File: config.mk
export PLATFORM = sky130hd
export DESIGN_NAME = gpioc_controller
export DESIGN_NICKNAME = d
export VERILOG_FILES = /design/src/design/gpioc_pkg.sv /design/src/design/gpioc_sync.sv /design/src/design/gpioc_controller.sv
export VERILOG_INCLUDE_DIRS = /design/src /design/src/design
export SDC_FILE = /design/constraint.sdc
export NUM_CORES = 1
export LEC_CHECK = 0
export BUFFER_PORTS_ARGS = -buffer_cell sky130_fd_sc_hd__buf_2
export CORE_MARGIN = 5
export CORE_UTILIZATION = 25
export CTS_CLUSTER_SIZE = 20
export DETAILED_ROUTE_END_ITERATION = 6
export GPL_TIMING_DRIVEN = 0
export PLACE_DENSITY = 0.48
export SLEW_MARGIN = 15
export SYNTH_ARGS = -nofsm -noshare
export SYNTH_HDL_FRONTEND = slang
export SYNTH_SLANG_ARGS = --single-unit
export TNS_END_PERCENT = 1
File: constraint.sdc
create_clock -name clk -period 1.95 [get_ports clk]
set_input_delay 0.39 -clock clk [delete_from_list [all_inputs] [get_ports clk]]
set_output_delay 0.39 -clock clk [all_outputs]
set_load 0.01 [all_outputs]
File: src/design/gpioc_defines.svh
`ifndef GPIOC_DEFINES_SVH
`define GPIOC_DEFINES_SVH

// ==========================================================
// Register byte offsets
`define GPIOC_ADDR_INSTR 8'h00
`define GPIOC_ADDR_ACC 8'h04
`define GPIOC_ADDR_RESULT 8'h08
`define GPIOC_ADDR_STATUS 8'h0c

// ==========================================================
// Instruction fields (instruction bit 0 is word bit 15)
`define GPIOC_F_OPCODE 15:13
`define GPIOC_F_XFER 10:8
`define GPIOC_F_FLAG 7:6
`define GPIOC_F_DEV 5:0
`define GPIOC_IO_OPCODE 3'h3
`define GPIOC_CPU_DEV 6'h3f

// ==========================================================
// Flag functions and skip tests
`define GPIOC_FN_START 2'h1
`define GPIOC_FN_CLEAR 2'h2
`define GPIOC_FN_PULSE 2'h3
`define GPIOC_T_BUSY_SET 2'h0
`define GPIOC_T_BUSY_ZERO 2'h1
`define GPIOC_T_DONE_SET 2'h2
`define GPIOC_T_DONE_ZERO 2'h3

// ==========================================================
// Status and result fields
`define GPIOC_S_BUSY 0
`define GPIOC_S_DONE 1
`define GPIOC_S_INTREQ 2
`define GPIOC_S_INTDIS 3
`define GPIOC_S_SYNCPEND 4
`define GPIOC_S_ACTIVE 5
`define GPIOC_S_POSITIVE 6
`define GPIOC_S_EXTERNAL 7
`define GPIOC_S_DEV 13:8
`define GPIOC_R_WORD 15:0
`define GPIOC_R_SKIP 16

// ==========================================================
// Reset values and timing
`define GPIOC_RST_WORD 16'h0000
`define GPIOC_JUMPER_LOADS 2'h3
`define GPIOC_SETTLE_NS 60
`define GPIOC_CLK_MHZ 50
`define GPIOC_SETTLE_CYC ((`GPIOC_SETTLE_NS * `GPIOC_CLK_MHZ + 999) / 1000)

`endif

File: src/design/gpioc_pkg.sv
package gpioc_pkg;

  // ========================================================
  // Sequencer and decode types
  typedef enum logic [1:0] {
    ST_IDLE = 2'h0,
    ST_CMD = 2'h1,
    ST_XFER = 2'h3,
    ST_FLAG = 2'h2
  } gpioc_seq_type;

  typedef enum logic [2:0] {
    XF_NONE = 3'h0,
    XF_IN_A = 3'h1,
    XF_OUT_A = 3'h2,
    XF_IN_B = 3'h3,
    XF_OUT_B = 3'h4,
    XF_IN_C = 3'h5,
    XF_OUT_C = 3'h6,
    XF_SKIP = 3'h7
  } gpioc_xfer_type;

  typedef struct packed {
    logic inputAStrobe;
    logic inputBStrobe;
    logic inputCStrobe;
    logic outputAStrobe;
    logic outputBStrobe;
    logic outputCStrobe;
    logic maskLoadStrobe;
    logic startStrobe;
    logic clearStrobe;
    logic specialPulseStrobe;
  } gpioc_strobe_type;

  typedef struct packed {
    gpioc_seq_type st;
    logic [2:0] settle;
    logic [15:0] instr;
    logic [15:0] acc;
    logic [15:0] result;
    logic skip;
    logic cpu;
    logic busy;
    logic done;
    logic intDisable;
    logic syncPend;
    logic intReq;
    logic [5:0] devCode;
    logic positive;
    logic external;
    logic [1:0] loadCnt;
    logic [14:0] chAddr;
    logic [15:0] count;
    logic [15:0] dataOut;
    gpioc_strobe_type strobes;
    logic [31:0] prdata;
  } gpioc_state_type;

endpackage

File: src/design/gpioc_sync.sv
`timescale 1ns/1ps
module gpioc_sync #(
  parameter int WIDTH = 1
) (
  // Clock and reset
  input wire logic clk,
  input wire logic rstn,
  // Levels
  input wire logic [WIDTH-1:0] din,
  output logic [WIDTH-1:0] dout
);
  logic [WIDTH-1:0] meta_q;

  always_ff @(posedge clk or negedge rstn) begin
    if (!rstn) begin
      meta_q <= '0;
      dout <= '0;
    end else begin
      meta_q <= din;
      dout <= meta_q;
    end
  end
endmodule

File: src/design/gpioc_controller.sv
// How it works
// - Start function sets busy, clears done, pulses start strobe.
// - Clear function clears busy and done, pulses clear strobe.
// - Pulse function clears done only, pulses special strobe.
// - Command strobe first, then data transfer, then flag function.
// - No-transfer instruction moves no data, only runs flag function.
// - Input strobe; customer drives lines; sampled word returned.
// - Output strobe; accumulator word driven on output lines.
// - Skip test reports whether the requested flag condition holds.
// - Bus reset clears busy, done; reloads code and polarity.
// - Mask load: AND input lines with accumulator sets disable.
// - Acknowledge returns device code only if requesting and first.
// - Device code sits in bits 10-15; fitted jumper reads one.
// - Without outside registers, internal address serves channel.
// - Sense jumper fitted means positive logic, else negative.
// - Address register writable and readable, count write-only.
// - Address register 15 bits, word count register 16 bits.
// - Strobes up to three output and three input registers.
// - Output words on output group, input words on input group.
// - Flag field: 01 start, 10 clear, 11 pulse, 00 none.
// - Done request sets done, clears busy; busy request sets busy.
// - Sync request raises interrupt without touching busy or done.
`timescale 1ns/1ps
`include "gpioc_defines.svh"
module gpioc_controller (
  // Clock and reset
  input wire logic clk,
  input wire logic rstn,
  // APB slave
  input wire logic [7:0] paddr,
  input wire logic psel,
  input wire logic penable,
  input wire logic pwrite,
  input wire logic [31:0] pwdata,
  output logic [31:0] prdata,
  output logic pready,
  output logic pslverr,
  // Customer data lines
  output logic [15:0] dataOutLines,
  input wire logic [15:0] dataInLines,
  // Customer strobes and requests
  output gpioc_pkg::gpioc_strobe_type strobes,
  input wire logic setBusyReq,
  input wire logic setDoneReq,
  input wire logic intSyncReq,
  // Configuration jumpers
  input wire logic [5:0] deviceCodeJumpers,
  input wire logic outsideRegisterJumper,
  input wire logic logicSenseJumper,
  // Interrupt chain and data channel
  input wire logic noHigherRequest,
  output logic intRequest,
  output logic [14:0] channelAddress,
  output logic channelAddressInternal,
  output logic [15:0] channelCount
);
  import gpioc_pkg::*;

  // ==========================================================
  // Pin synchronisers
  localparam int SYNC_W = 27;
  localparam logic [2:0] SETTLE = 3'(`GPIOC_SETTLE_CYC);

  gpioc_state_type q;
  gpioc_state_type d;
  logic [SYNC_W-1:0] rawPins;
  logic [SYNC_W-1:0] syncPins;
  logic [15:0] linesS;
  logic setBusyS;
  logic setDoneS;
  logic intSyncS;
  logic [5:0] jumpS;
  logic outsideS;
  logic senseS;
  logic regWrite;
  logic instrWrite;
  gpioc_xfer_type xfer;
  logic [1:0] flagFn;

  assign rawPins = {dataInLines, setBusyReq, setDoneReq, intSyncReq,
                    deviceCodeJumpers, outsideRegisterJumper,
                    logicSenseJumper};

  gpioc_sync #(.WIDTH(SYNC_W)) pinSync (
    .clk(clk),
    .rstn(rstn),
    .din(rawPins),
    .dout(syncPins)
  );

  assign {linesS, setBusyS, setDoneS, intSyncS, jumpS, outsideS,
          senseS} = syncPins;

  // ==========================================================
  // Helpers
  function automatic logic [15:0] sense(input logic [15:0] w,
                                        input logic positive);
    return positive ? w : ~w;
  endfunction

  function automatic logic is_mapped(input logic [7:0] a);
    return a == `GPIOC_ADDR_INSTR || a == `GPIOC_ADDR_ACC ||
           a == `GPIOC_ADDR_RESULT || a == `GPIOC_ADDR_STATUS;
  endfunction

  function automatic logic skip_true(input logic [1:0] t,
                                     input logic busy,
                                     input logic done);
    logic r;
    r = 1'h0;
    unique case (t)
      `GPIOC_T_BUSY_SET: r = busy;
      `GPIOC_T_BUSY_ZERO: r = ~busy;
      `GPIOC_T_DONE_SET: r = done;
      `GPIOC_T_DONE_ZERO: r = ~done;
    endcase
    return r;
  endfunction

  // Whether an instruction word is one this controller acts on
  function automatic logic accepted(input logic [15:0] w,
                                    input logic [5:0] own);
    logic io;
    logic cpuOp;
    io = w[`GPIOC_F_OPCODE] == `GPIOC_IO_OPCODE;
    cpuOp = w[`GPIOC_F_DEV] == `GPIOC_CPU_DEV &&
            (w[`GPIOC_F_XFER] == XF_OUT_A ||
             w[`GPIOC_F_XFER] == XF_OUT_B ||
             w[`GPIOC_F_XFER] == XF_IN_B);
    return io && (cpuOp || w[`GPIOC_F_DEV] == own);
  endfunction

  function automatic gpioc_strobe_type data_strobes(input logic [15:0] w);
    gpioc_strobe_type s;
    logic cpuDev;
    s = '0;
    cpuDev = w[`GPIOC_F_DEV] == `GPIOC_CPU_DEV;
    unique case (gpioc_xfer_type'(w[`GPIOC_F_XFER]))
      XF_IN_A: s.inputAStrobe = 1'h1;
      XF_IN_B: s.inputBStrobe = ~cpuDev;
      XF_IN_C: s.inputCStrobe = 1'h1;
      XF_OUT_A: s.outputAStrobe = ~cpuDev;
      XF_OUT_B: begin
        s.outputBStrobe = ~cpuDev;
        s.maskLoadStrobe = cpuDev;
      end
      XF_OUT_C: s.outputCStrobe = 1'h1;
      XF_NONE, XF_SKIP: s = '0;
    endcase
    return s;
  endfunction

  assign regWrite = psel & penable & pwrite & is_mapped(paddr);
  assign instrWrite = regWrite && paddr == `GPIOC_ADDR_INSTR;
  assign xfer = gpioc_xfer_type'(q.instr[`GPIOC_F_XFER]);
  assign flagFn = q.instr[`GPIOC_F_FLAG];

  // ==========================================================
  // Next state
  always_comb begin
    logic [15:0] inWord;
    logic ackHit;
    inWord = sense(linesS, q.positive);
    ackHit = q.intReq & noHigherRequest;
    d = q;

    // Accumulator is only writable between instructions
    if (regWrite && paddr == `GPIOC_ADDR_ACC && q.st == ST_IDLE) begin
      d.acc = pwdata[15:0];
    end

    unique case (q.st)
      ST_IDLE: begin
        if (instrWrite && accepted(pwdata[15:0], q.devCode)) begin
          d.instr = pwdata[15:0];
          d.cpu = pwdata[`GPIOC_F_DEV] == `GPIOC_CPU_DEV;
          d.settle = SETTLE;
          d.strobes = data_strobes(pwdata[15:0]);
          d.st = ST_CMD;
        end
      end
      ST_CMD: begin
        // Wait for the customer to drive and for the input sync
        if (q.settle == 3'h0) begin
          d.st = ST_XFER;
        end else begin
          d.settle = q.settle - 3'h1;
        end
      end
      ST_XFER: begin
        d.st = ST_FLAG;
        d.strobes = '0;
        if (q.cpu) begin
          unique case (xfer)
            XF_OUT_A: begin
              d.busy = 1'h0;
              d.done = 1'h0;
              d.syncPend = 1'h0;
              d.devCode = jumpS;
              d.external = outsideS;
              d.positive = senseS;
            end
            XF_OUT_B: d.intDisable = |(inWord & q.acc);
            XF_IN_B: begin
              d.result = ackHit ? {10'h000, q.devCode} : 16'h0000;
              if (ackHit) begin
                d.syncPend = 1'h0;
              end
            end
            default: d.result = q.result;
          endcase
        end else begin
          unique case (xfer)
            XF_IN_A, XF_IN_C: d.result = inWord;
            XF_IN_B: d.result = q.external ? inWord :
                                {1'h0, q.chAddr};
            XF_OUT_A: d.dataOut = sense(q.acc, q.positive);
            XF_OUT_B: begin
              d.dataOut = sense(q.acc, q.positive);
              d.chAddr = q.acc[14:0];
            end
            XF_OUT_C: begin
              d.dataOut = sense(q.acc, q.positive);
              d.count = q.acc;
            end
            XF_SKIP: d.skip = skip_true(flagFn, q.busy, q.done);
            XF_NONE: d.result = q.result;
          endcase
          if (xfer != XF_SKIP) begin
            d.strobes.startStrobe = flagFn == `GPIOC_FN_START;
            d.strobes.clearStrobe = flagFn == `GPIOC_FN_CLEAR;
            d.strobes.specialPulseStrobe = flagFn == `GPIOC_FN_PULSE;
          end
        end
      end
      ST_FLAG: begin
        // Flags change after the transfer, at the edge that ends the flag strobe
        d.st = ST_IDLE;
        d.strobes = '0;
        if (!q.cpu && xfer != XF_SKIP) begin
          unique case (flagFn)
            `GPIOC_FN_START: begin
              d.busy = 1'h1;
              d.done = 1'h0;
            end
            `GPIOC_FN_CLEAR: begin
              d.busy = 1'h0;
              d.done = 1'h0;
            end
            `GPIOC_FN_PULSE: d.done = 1'h0;
            default: d.done = q.done;
          endcase
        end
      end
    endcase

    // Customer requests win over any clear in the same cycle
    if (setDoneS) begin
      d.done = 1'h1;
      d.busy = 1'h0;
    end
    if (setBusyS) begin
      d.busy = 1'h1;
    end
    if (intSyncS) begin
      d.syncPend = 1'h1;
    end
    d.intReq = ~d.intDisable & (d.done | d.syncPend);

    // Jumpers load on the first three clocks after reset; only the last sees synchronised levels
    if (q.loadCnt != 2'h0) begin
      d.loadCnt = q.loadCnt - 2'h1;
      d.devCode = jumpS;
      d.external = outsideS;
      d.positive = senseS;
    end

    if (psel && !penable) begin
      d.prdata = 32'h0000_0000;
      case (paddr)
        `GPIOC_ADDR_INSTR: d.prdata[15:0] = q.instr;
        `GPIOC_ADDR_ACC: d.prdata[15:0] = q.acc;
        `GPIOC_ADDR_RESULT: begin
          d.prdata[`GPIOC_R_WORD] = q.result;
          d.prdata[`GPIOC_R_SKIP] = q.skip;
        end
        `GPIOC_ADDR_STATUS: begin
          d.prdata[`GPIOC_S_BUSY] = q.busy;
          d.prdata[`GPIOC_S_DONE] = q.done;
          d.prdata[`GPIOC_S_INTREQ] = q.intReq;
          d.prdata[`GPIOC_S_INTDIS] = q.intDisable;
          d.prdata[`GPIOC_S_SYNCPEND] = q.syncPend;
          d.prdata[`GPIOC_S_ACTIVE] = q.st != ST_IDLE;
          d.prdata[`GPIOC_S_POSITIVE] = q.positive;
          d.prdata[`GPIOC_S_EXTERNAL] = q.external;
          d.prdata[`GPIOC_S_DEV] = q.devCode;
        end
        default: d.prdata = 32'h0000_0000;
      endcase
    end
  end

  always_ff @(posedge clk or negedge rstn) begin
    if (!rstn) begin
      q <= '0;
      q.loadCnt <= `GPIOC_JUMPER_LOADS;
    end else begin
      q <= d;
    end
  end

  // ==========================================================
  // Outputs
  assign prdata = q.prdata;
  assign pready = 1'h1;
  assign pslverr = psel & penable & ~is_mapped(paddr);
  assign dataOutLines = q.dataOut;
  assign strobes = q.strobes;
  assign intRequest = q.intReq;
  assign channelAddress = q.chAddr;
  assign channelAddressInternal = ~q.external;
  assign channelCount = q.count;

  logic dataAny;
  logic flagAny;
  logic ownFlag;
  assign dataAny = |q.strobes[9:3];
  assign flagAny = |q.strobes[2:0];
  assign ownFlag = q.st == ST_FLAG && !q.cpu && xfer != XF_SKIP;
endmodule

# == Word-level counts from Yosys, hierarchy flattened ==
# Cells that the tools add are included.
# word_totals
input_bits,73
wordCells,173
ff_bits,198
out_inout_bits,93
# op_classes
add_sub_neg,2
n_eq_ne,34
n_bitwise,17
n_mux,44
reduce_logical,44
# op_table
op,n
$mux 16,5
$pmux 14 s4,1
$not 16->16,2
$pmux 16 s2,1
$pmux 10 s3,1
$mux 8,3
$eq 3x3->1 const B,7
$mux 21,1
$reduce_and 3->1,7
$mux 10,2
$and 16x16->16,1
$eq 8x4->1 const B,2
$reduce_or 16->1,1
$eq 3x2->1 const B,5
$reduce_bool 2->1,7
$mux 1,13
$mux 2,5
$mux 3,3
$eq 2x2->1 const B,4
$eq 8x3->1 const B,1
$logic_and 1x1->1,8
$logic_not 8->1,1
$ne 4x2->1 const B,2
$pmux 2 s4,1
other kinds (31),57

# == Logic depth before layout (Yosys ltp) ==
# logic_depth
depth_word,10
depth_mapped,7
ltp_nobuf,7

# == By module ==
# From an unflattened synthesis, not the netlist that was laid out.
# hier_totals
cells_unflattened,742
area_unflattened_um2,8972.4
# modules_own_cells
mod,area_each_um2,instances,cells_per_inst,seq_area_each_um2
gpioc_controller,7621.1,1,688,3606.0
gpioc_sync,1351.3,1,54,1351.3

# == Worst setup path before layout ==
# No wires, ideal clock.
# synth_timing
path_kind,input -> register
from,in paddr[7]
to,reg q[127] (netlist bit)
setup_slack_ns,0.084
setup_time_ns,0.125
n_path_buf,2
t_required_ns,1.825
t_arrival_ns,1.741
stages,7
cell_sequence,nor4_2 nand2_2 nor3b_2 and3_1 buf_6 buf_12 mux2_4
# synth_between
elab_chain_cells,7
word_cells_on_any_way,10
classes_between,eq/ne: 3; bitwise: 1; reduce/logical: 6
# synth_lines
item,line,text
from (decl),gpioc_controller.sv:30,"input wire logic [7:0] paddr,"
$eq 8x3->1 / $logic_not 8->1 (equally long branches),-,
$logic_or 1x1->1 (no source line) (3 in a row),-,
$and 1x1->1,gpioc_controller.sv:153,assign regWrite = psel & penable & pwrite & is_mapped(paddr);
$logic_and 1x1->1 (no source line) (*),-,
$logic_and 1x1->1 (*),gpioc_controller.sv:168,if (regWrite && paddr == `GPIOC_ADDR_ACC && q.st == ST_IDLE) begin
to (decl),gpioc_controller.sv:64,gpioc_state_type q;
# Every way passes the cells marked *; elsewhere a longest branch is shown, timed or not.
# A chain may end at the register's enable or synchronous reset.

# == Final worst setup path ==
# layout_timing
from,reg q[96] (netlist bit)
to,reg q[140] (netlist bit)
# layout_between
elab_chain_cells,5
# layout_lines
item,line,text
$eq 6x6->1,gpioc_controller.sv:130,return io && (cpuOp || w[`GPIOC_F_DEV] == own);
$logic_or 1x1->1,gpioc_controller.sv:130,
$logic_and 1x1->1,gpioc_controller.sv:130,
$logic_and 1x1->1,gpioc_controller.sv:174,"if (instrWrite && accepted(pwdata[15:0], q.devCode)) begin"
$reduce_and 2->1 (no source line),-,
# No other way between the ends.

==> flow_metrics.py <==
metrics = {
    "detailed_routing": {
        "post_drt_wl_per_cell_um": 18.7,
        "dr.pass1.iters": 6,
        "final_antenna_net_count": 0,
        "route.detailed.drc": 0,
        "drt_wl_total_mm": 25.9,
        "viasPerCell": 4.29,
        "num_vias": 5941,
        "drt_iter0_markers": 346,
    },
    "sta": {
        "setup_viol": 0,
        "slew_violations": 0,
        "period_needed_ns": 1.91,
        "tightest_slew_ns": 0.784,
        "rsz0062_at_grt": "yes",
        "maxSlewHeadroom_pct": 47.7,
        "fin_ws_ns": 0.0426,
        "period_share_pct": 97.8,
        "max_freq_ghz": 0.524,
        "final-hold-violation-count": 0,
        "holdWs_ns": 0.0515,
        "finClkSkew_ns": 0.0113,
    },
    "global_routing": {
        "overflow": 0,
        "use_met2_pct": 20.2,
        "met1_usage_pct": 18.3,
        "grt_pass1_wl_mm": 39.4,
        "busiest_layer": "met2",
        "track_usage_pct": 12.9,
        "antenna_found_initial": 0,
        "grt_max_degree": 97,
        "grt_use_met3_pct": 2.49,
        "grt_pass1_vias": 6181,
    },
    "pwr": {
        "comb_power_share_pct": 4.4,
        "power.density_nw_per_um2": 732,
        "ir_drop_v": 0.000582,
        "intPower_mw": 6.13,
        "finalPower_mw": 8.12,
        "seqPwrFrac_pct": 51.9,
        "clock_power_share_pct": 43.7,
        "p_switching_mw": 1.98,
        "p_sw_share_pct": 24.4,
        "leakage_nw": 5.60,
    },
    "critical_path": {
        "path_class": "reg -> reg",
        "critPathRequiredTime_ns": 2.28,
        "path_max_fanout": 10,
        "crit_arrival_ns": 2.23,
        "cpLargestDelayFamily": "flip-flops",
        "worst-path-buf-inv": 1,
        "cp_slowest_cell": "dfrtp_2",
        "worst_setup_path_end_kind": "flop",
        "startpoint_type": "flop",
        "critical-path-max-stage-delay_ns": 0.47,
        "path_cells": "xor2_1 > nor2_1 > a32o_2 > and3_4 > buf_8 > mux2_4",
    },
    "logic_synthesis": {
        "synthSimpleGateAreaFrac_pct": 7.95,
        "yosys_warnings": 0,
        "synthXorXnorAreaFrac_pct": 3.87,
        "synth_edf_count": 0,
        "netlist_instances": 742,
        "synth_common_cells": "dfrtp_1, buf_4, nand2_1",
        "ys.flop_type": "dfrtp_1",
        "synth_compound_area_share_pct": 9.27,
        "netlist_area_um2": 9050,
        "synthMostInstantiatedCell": "dfrtp_1",
        "async_flop_share_pct": 100,
        "synthAdderAreaFrac_pct": 1.11,
        "yosys.cell_types.count": 67,
        "synth_top_cell_area_share_pct": 54.2,
        "yosysSeqAreaShare_pct": 54.8,
        "muxShareOfSynthArea_pct": 12.7,
        "syn_avg_cell_area_um2": 12.2,
        "ys_seq_elements": 198,
        "synth_top_area_cell": "dfrtp_1",
        "synth_top_family_by_area": "multiplexers",
        "synthTopCellsByArea": "dfrtp_1, buf_4, mux2_2",
    },
    "floorplanning": {
        "dieWidth_um": 200,
        "die_area_um2": 40100,
        "coreArea_um2": 35700,
        "core.rowCount": 69,
        "die_h_um": 200,
        "initial_core_util_pct": 25.4,
        "io_pins": 166,
    },
    "placement": {
        "place_congestion": 0.795,
        "placed_area_um2": 10400,
        "dp_hpwl_mm": 19.7,
        "portBuffers": 133,
        "pre_cts_ws_ns": -0.288,
    },
    "cells_and_area": {
        "antenna_cells": 0,
        "finalInstanceArea_um2": 11100,
        "syn_to_final_growth_pct": 22.4,
        "final_nets": 994,
        "final_core_util_pct": 31.1,
        "fillers": 3703,
        "drive_above_1_share_pct": 40.8,
    },
    "clock_tree": {
        "clock_latency_ns": 0.44,
        "cts-root-buf": "clkbuf_16",
        "cts_max_level": 4,
        "cts_tree": "done",
        "clk_pin_slew_ns": 0.08,
        "cts_buffers": 17,
        "cts_sinks": 198,
        "clockBufferDepth": 2,
    },
    "min_path": {
        "hp-class": "in -> reg",
    },
    "status": {
        "outcome": "finished clean",
    },
    "job": {
        "cap_violations": 0,
    },
}
==> registers in the layout, summed over array words and instances, names as in the netlist <==
name and count:
strobes 10, q 67, flagFn 2, pinSync.dout 27, channelAddress 15, dataOutLines 16
channelCount 16, prdata 17, intRequest 1, pinSync.meta_q 27
==> logic make-up after synthesis <==
kind of cell / count (synthesis)
AND/OR/NAND/NOR: 145
AO/OA/AOI/OAI: 124
adder cells (fa/ha/maj): 8
other: 2
flip-flops: 198
multiplexers: 83
buffers and inverters: 142
XOR/XNOR: 40
==> power by group through the flow <==
stage	combinational (mW)	sequential [mW]	clock [mW]
finish	0.360	4.21	3.54
global placement	0.347	4.29	0
detailed placement	0.365	4.29	0
CTS	0.368	4.21	3.67
floorplan	0.150	4.27	0
global route	0.406	4.22	3.82
==> cell type report <==
type | instances | area [µm²] | area share, %
Sequential cell | 198 | 4970 | 44.8
Multi-Input combinational cell | 416 | 3240 | 29.3
Buffer | 123 | 875 | 7.89
Timing Repair Buffer | 138 | 756 | 6.82
Tap cell | 461 | 577 | 5.20
Clock buffer | 17 | 425 | 3.84
Clock inverter | 14 | 166 | 1.50
Inverter | 19 | 71.3 | 0.644
==> worst register-to-register path: stages (launching register included) <==
cell	delay, ns
dfrtp_2	0.47
xor2_1	0.18
nor2_1	0.18
a32o_2	0.26
and3_4	0.22
buf_8	0.16
mux2_4	0.32
==> placed cells by master (no fill, tap or decap), types with 4 or more instances in the layout <==
cell         n
xor2_1      37
buf_2      141
nor2b_1      5
nor3_1       4
inv_8        4
clkbuf_1    12
mux2_4      23
clkbuf_16   17
buf_4       94
mux2i_1      8
dfrtp_2      9
and3_1       5
a222oi_1     4
mux4_2      12
a21oi_1     21
a21o_1       5
or3_1        4
inv_1       19
nor2_1      30
a2bb2oi_1    6
nand4_1      6
nand2_1     53
dfrtp_1    187
conb_1      16
a22o_1      18
ha_1         8
nand2b_1    12
o21ai_0     43
mux2_2      37
==> stage by stage <==
stage | std cells | TNS (ns)
after floorplan | 756 | 0
after global placement | 1350 | -609.75
after detailed placement | 1352 | -10.56
after CTS | 1384 | 0
after global routing | 1386 | -0.309
final | 1386 | 0
==> per-layer routing <==
layer / up-vias / routed length [µm]
li1: 2811 / -
met1: 2972 / 12500
met2: 139 / 12100
met3: 19 / 974
met4: 0 / 302
met5: - / 0
==> path summary, 6_finish.rpt <==
kind                                       start  depth (start not counted)  slack, ns                end
setup reg to reg                           q[96]                          6       0.04             q[140]
setup / recovery                           q[96]                          6       0.04             q[140]
max in group asynchronous                   rstn                          4       0.42             q[135]
hold reg to reg               pinSync.meta_q[21]                          0       0.34   pinSync.dout[21]
min in group asynchronous                   rstn                          2       0.39             q[104]
hold / removal             outsideRegisterJumper                          1       0.05  pinSync.meta_q[1]
==> what timing repair did <==
item,4_1_cts,5_1_grt
setup buffers,0,2
hold buffers,1,0
endpoints found under the setup margin,48,57
gates resized for setup,9,14
pin swaps,0,3
hold endpoints to repair,28,0
Power figures use the tool's default switching activity.
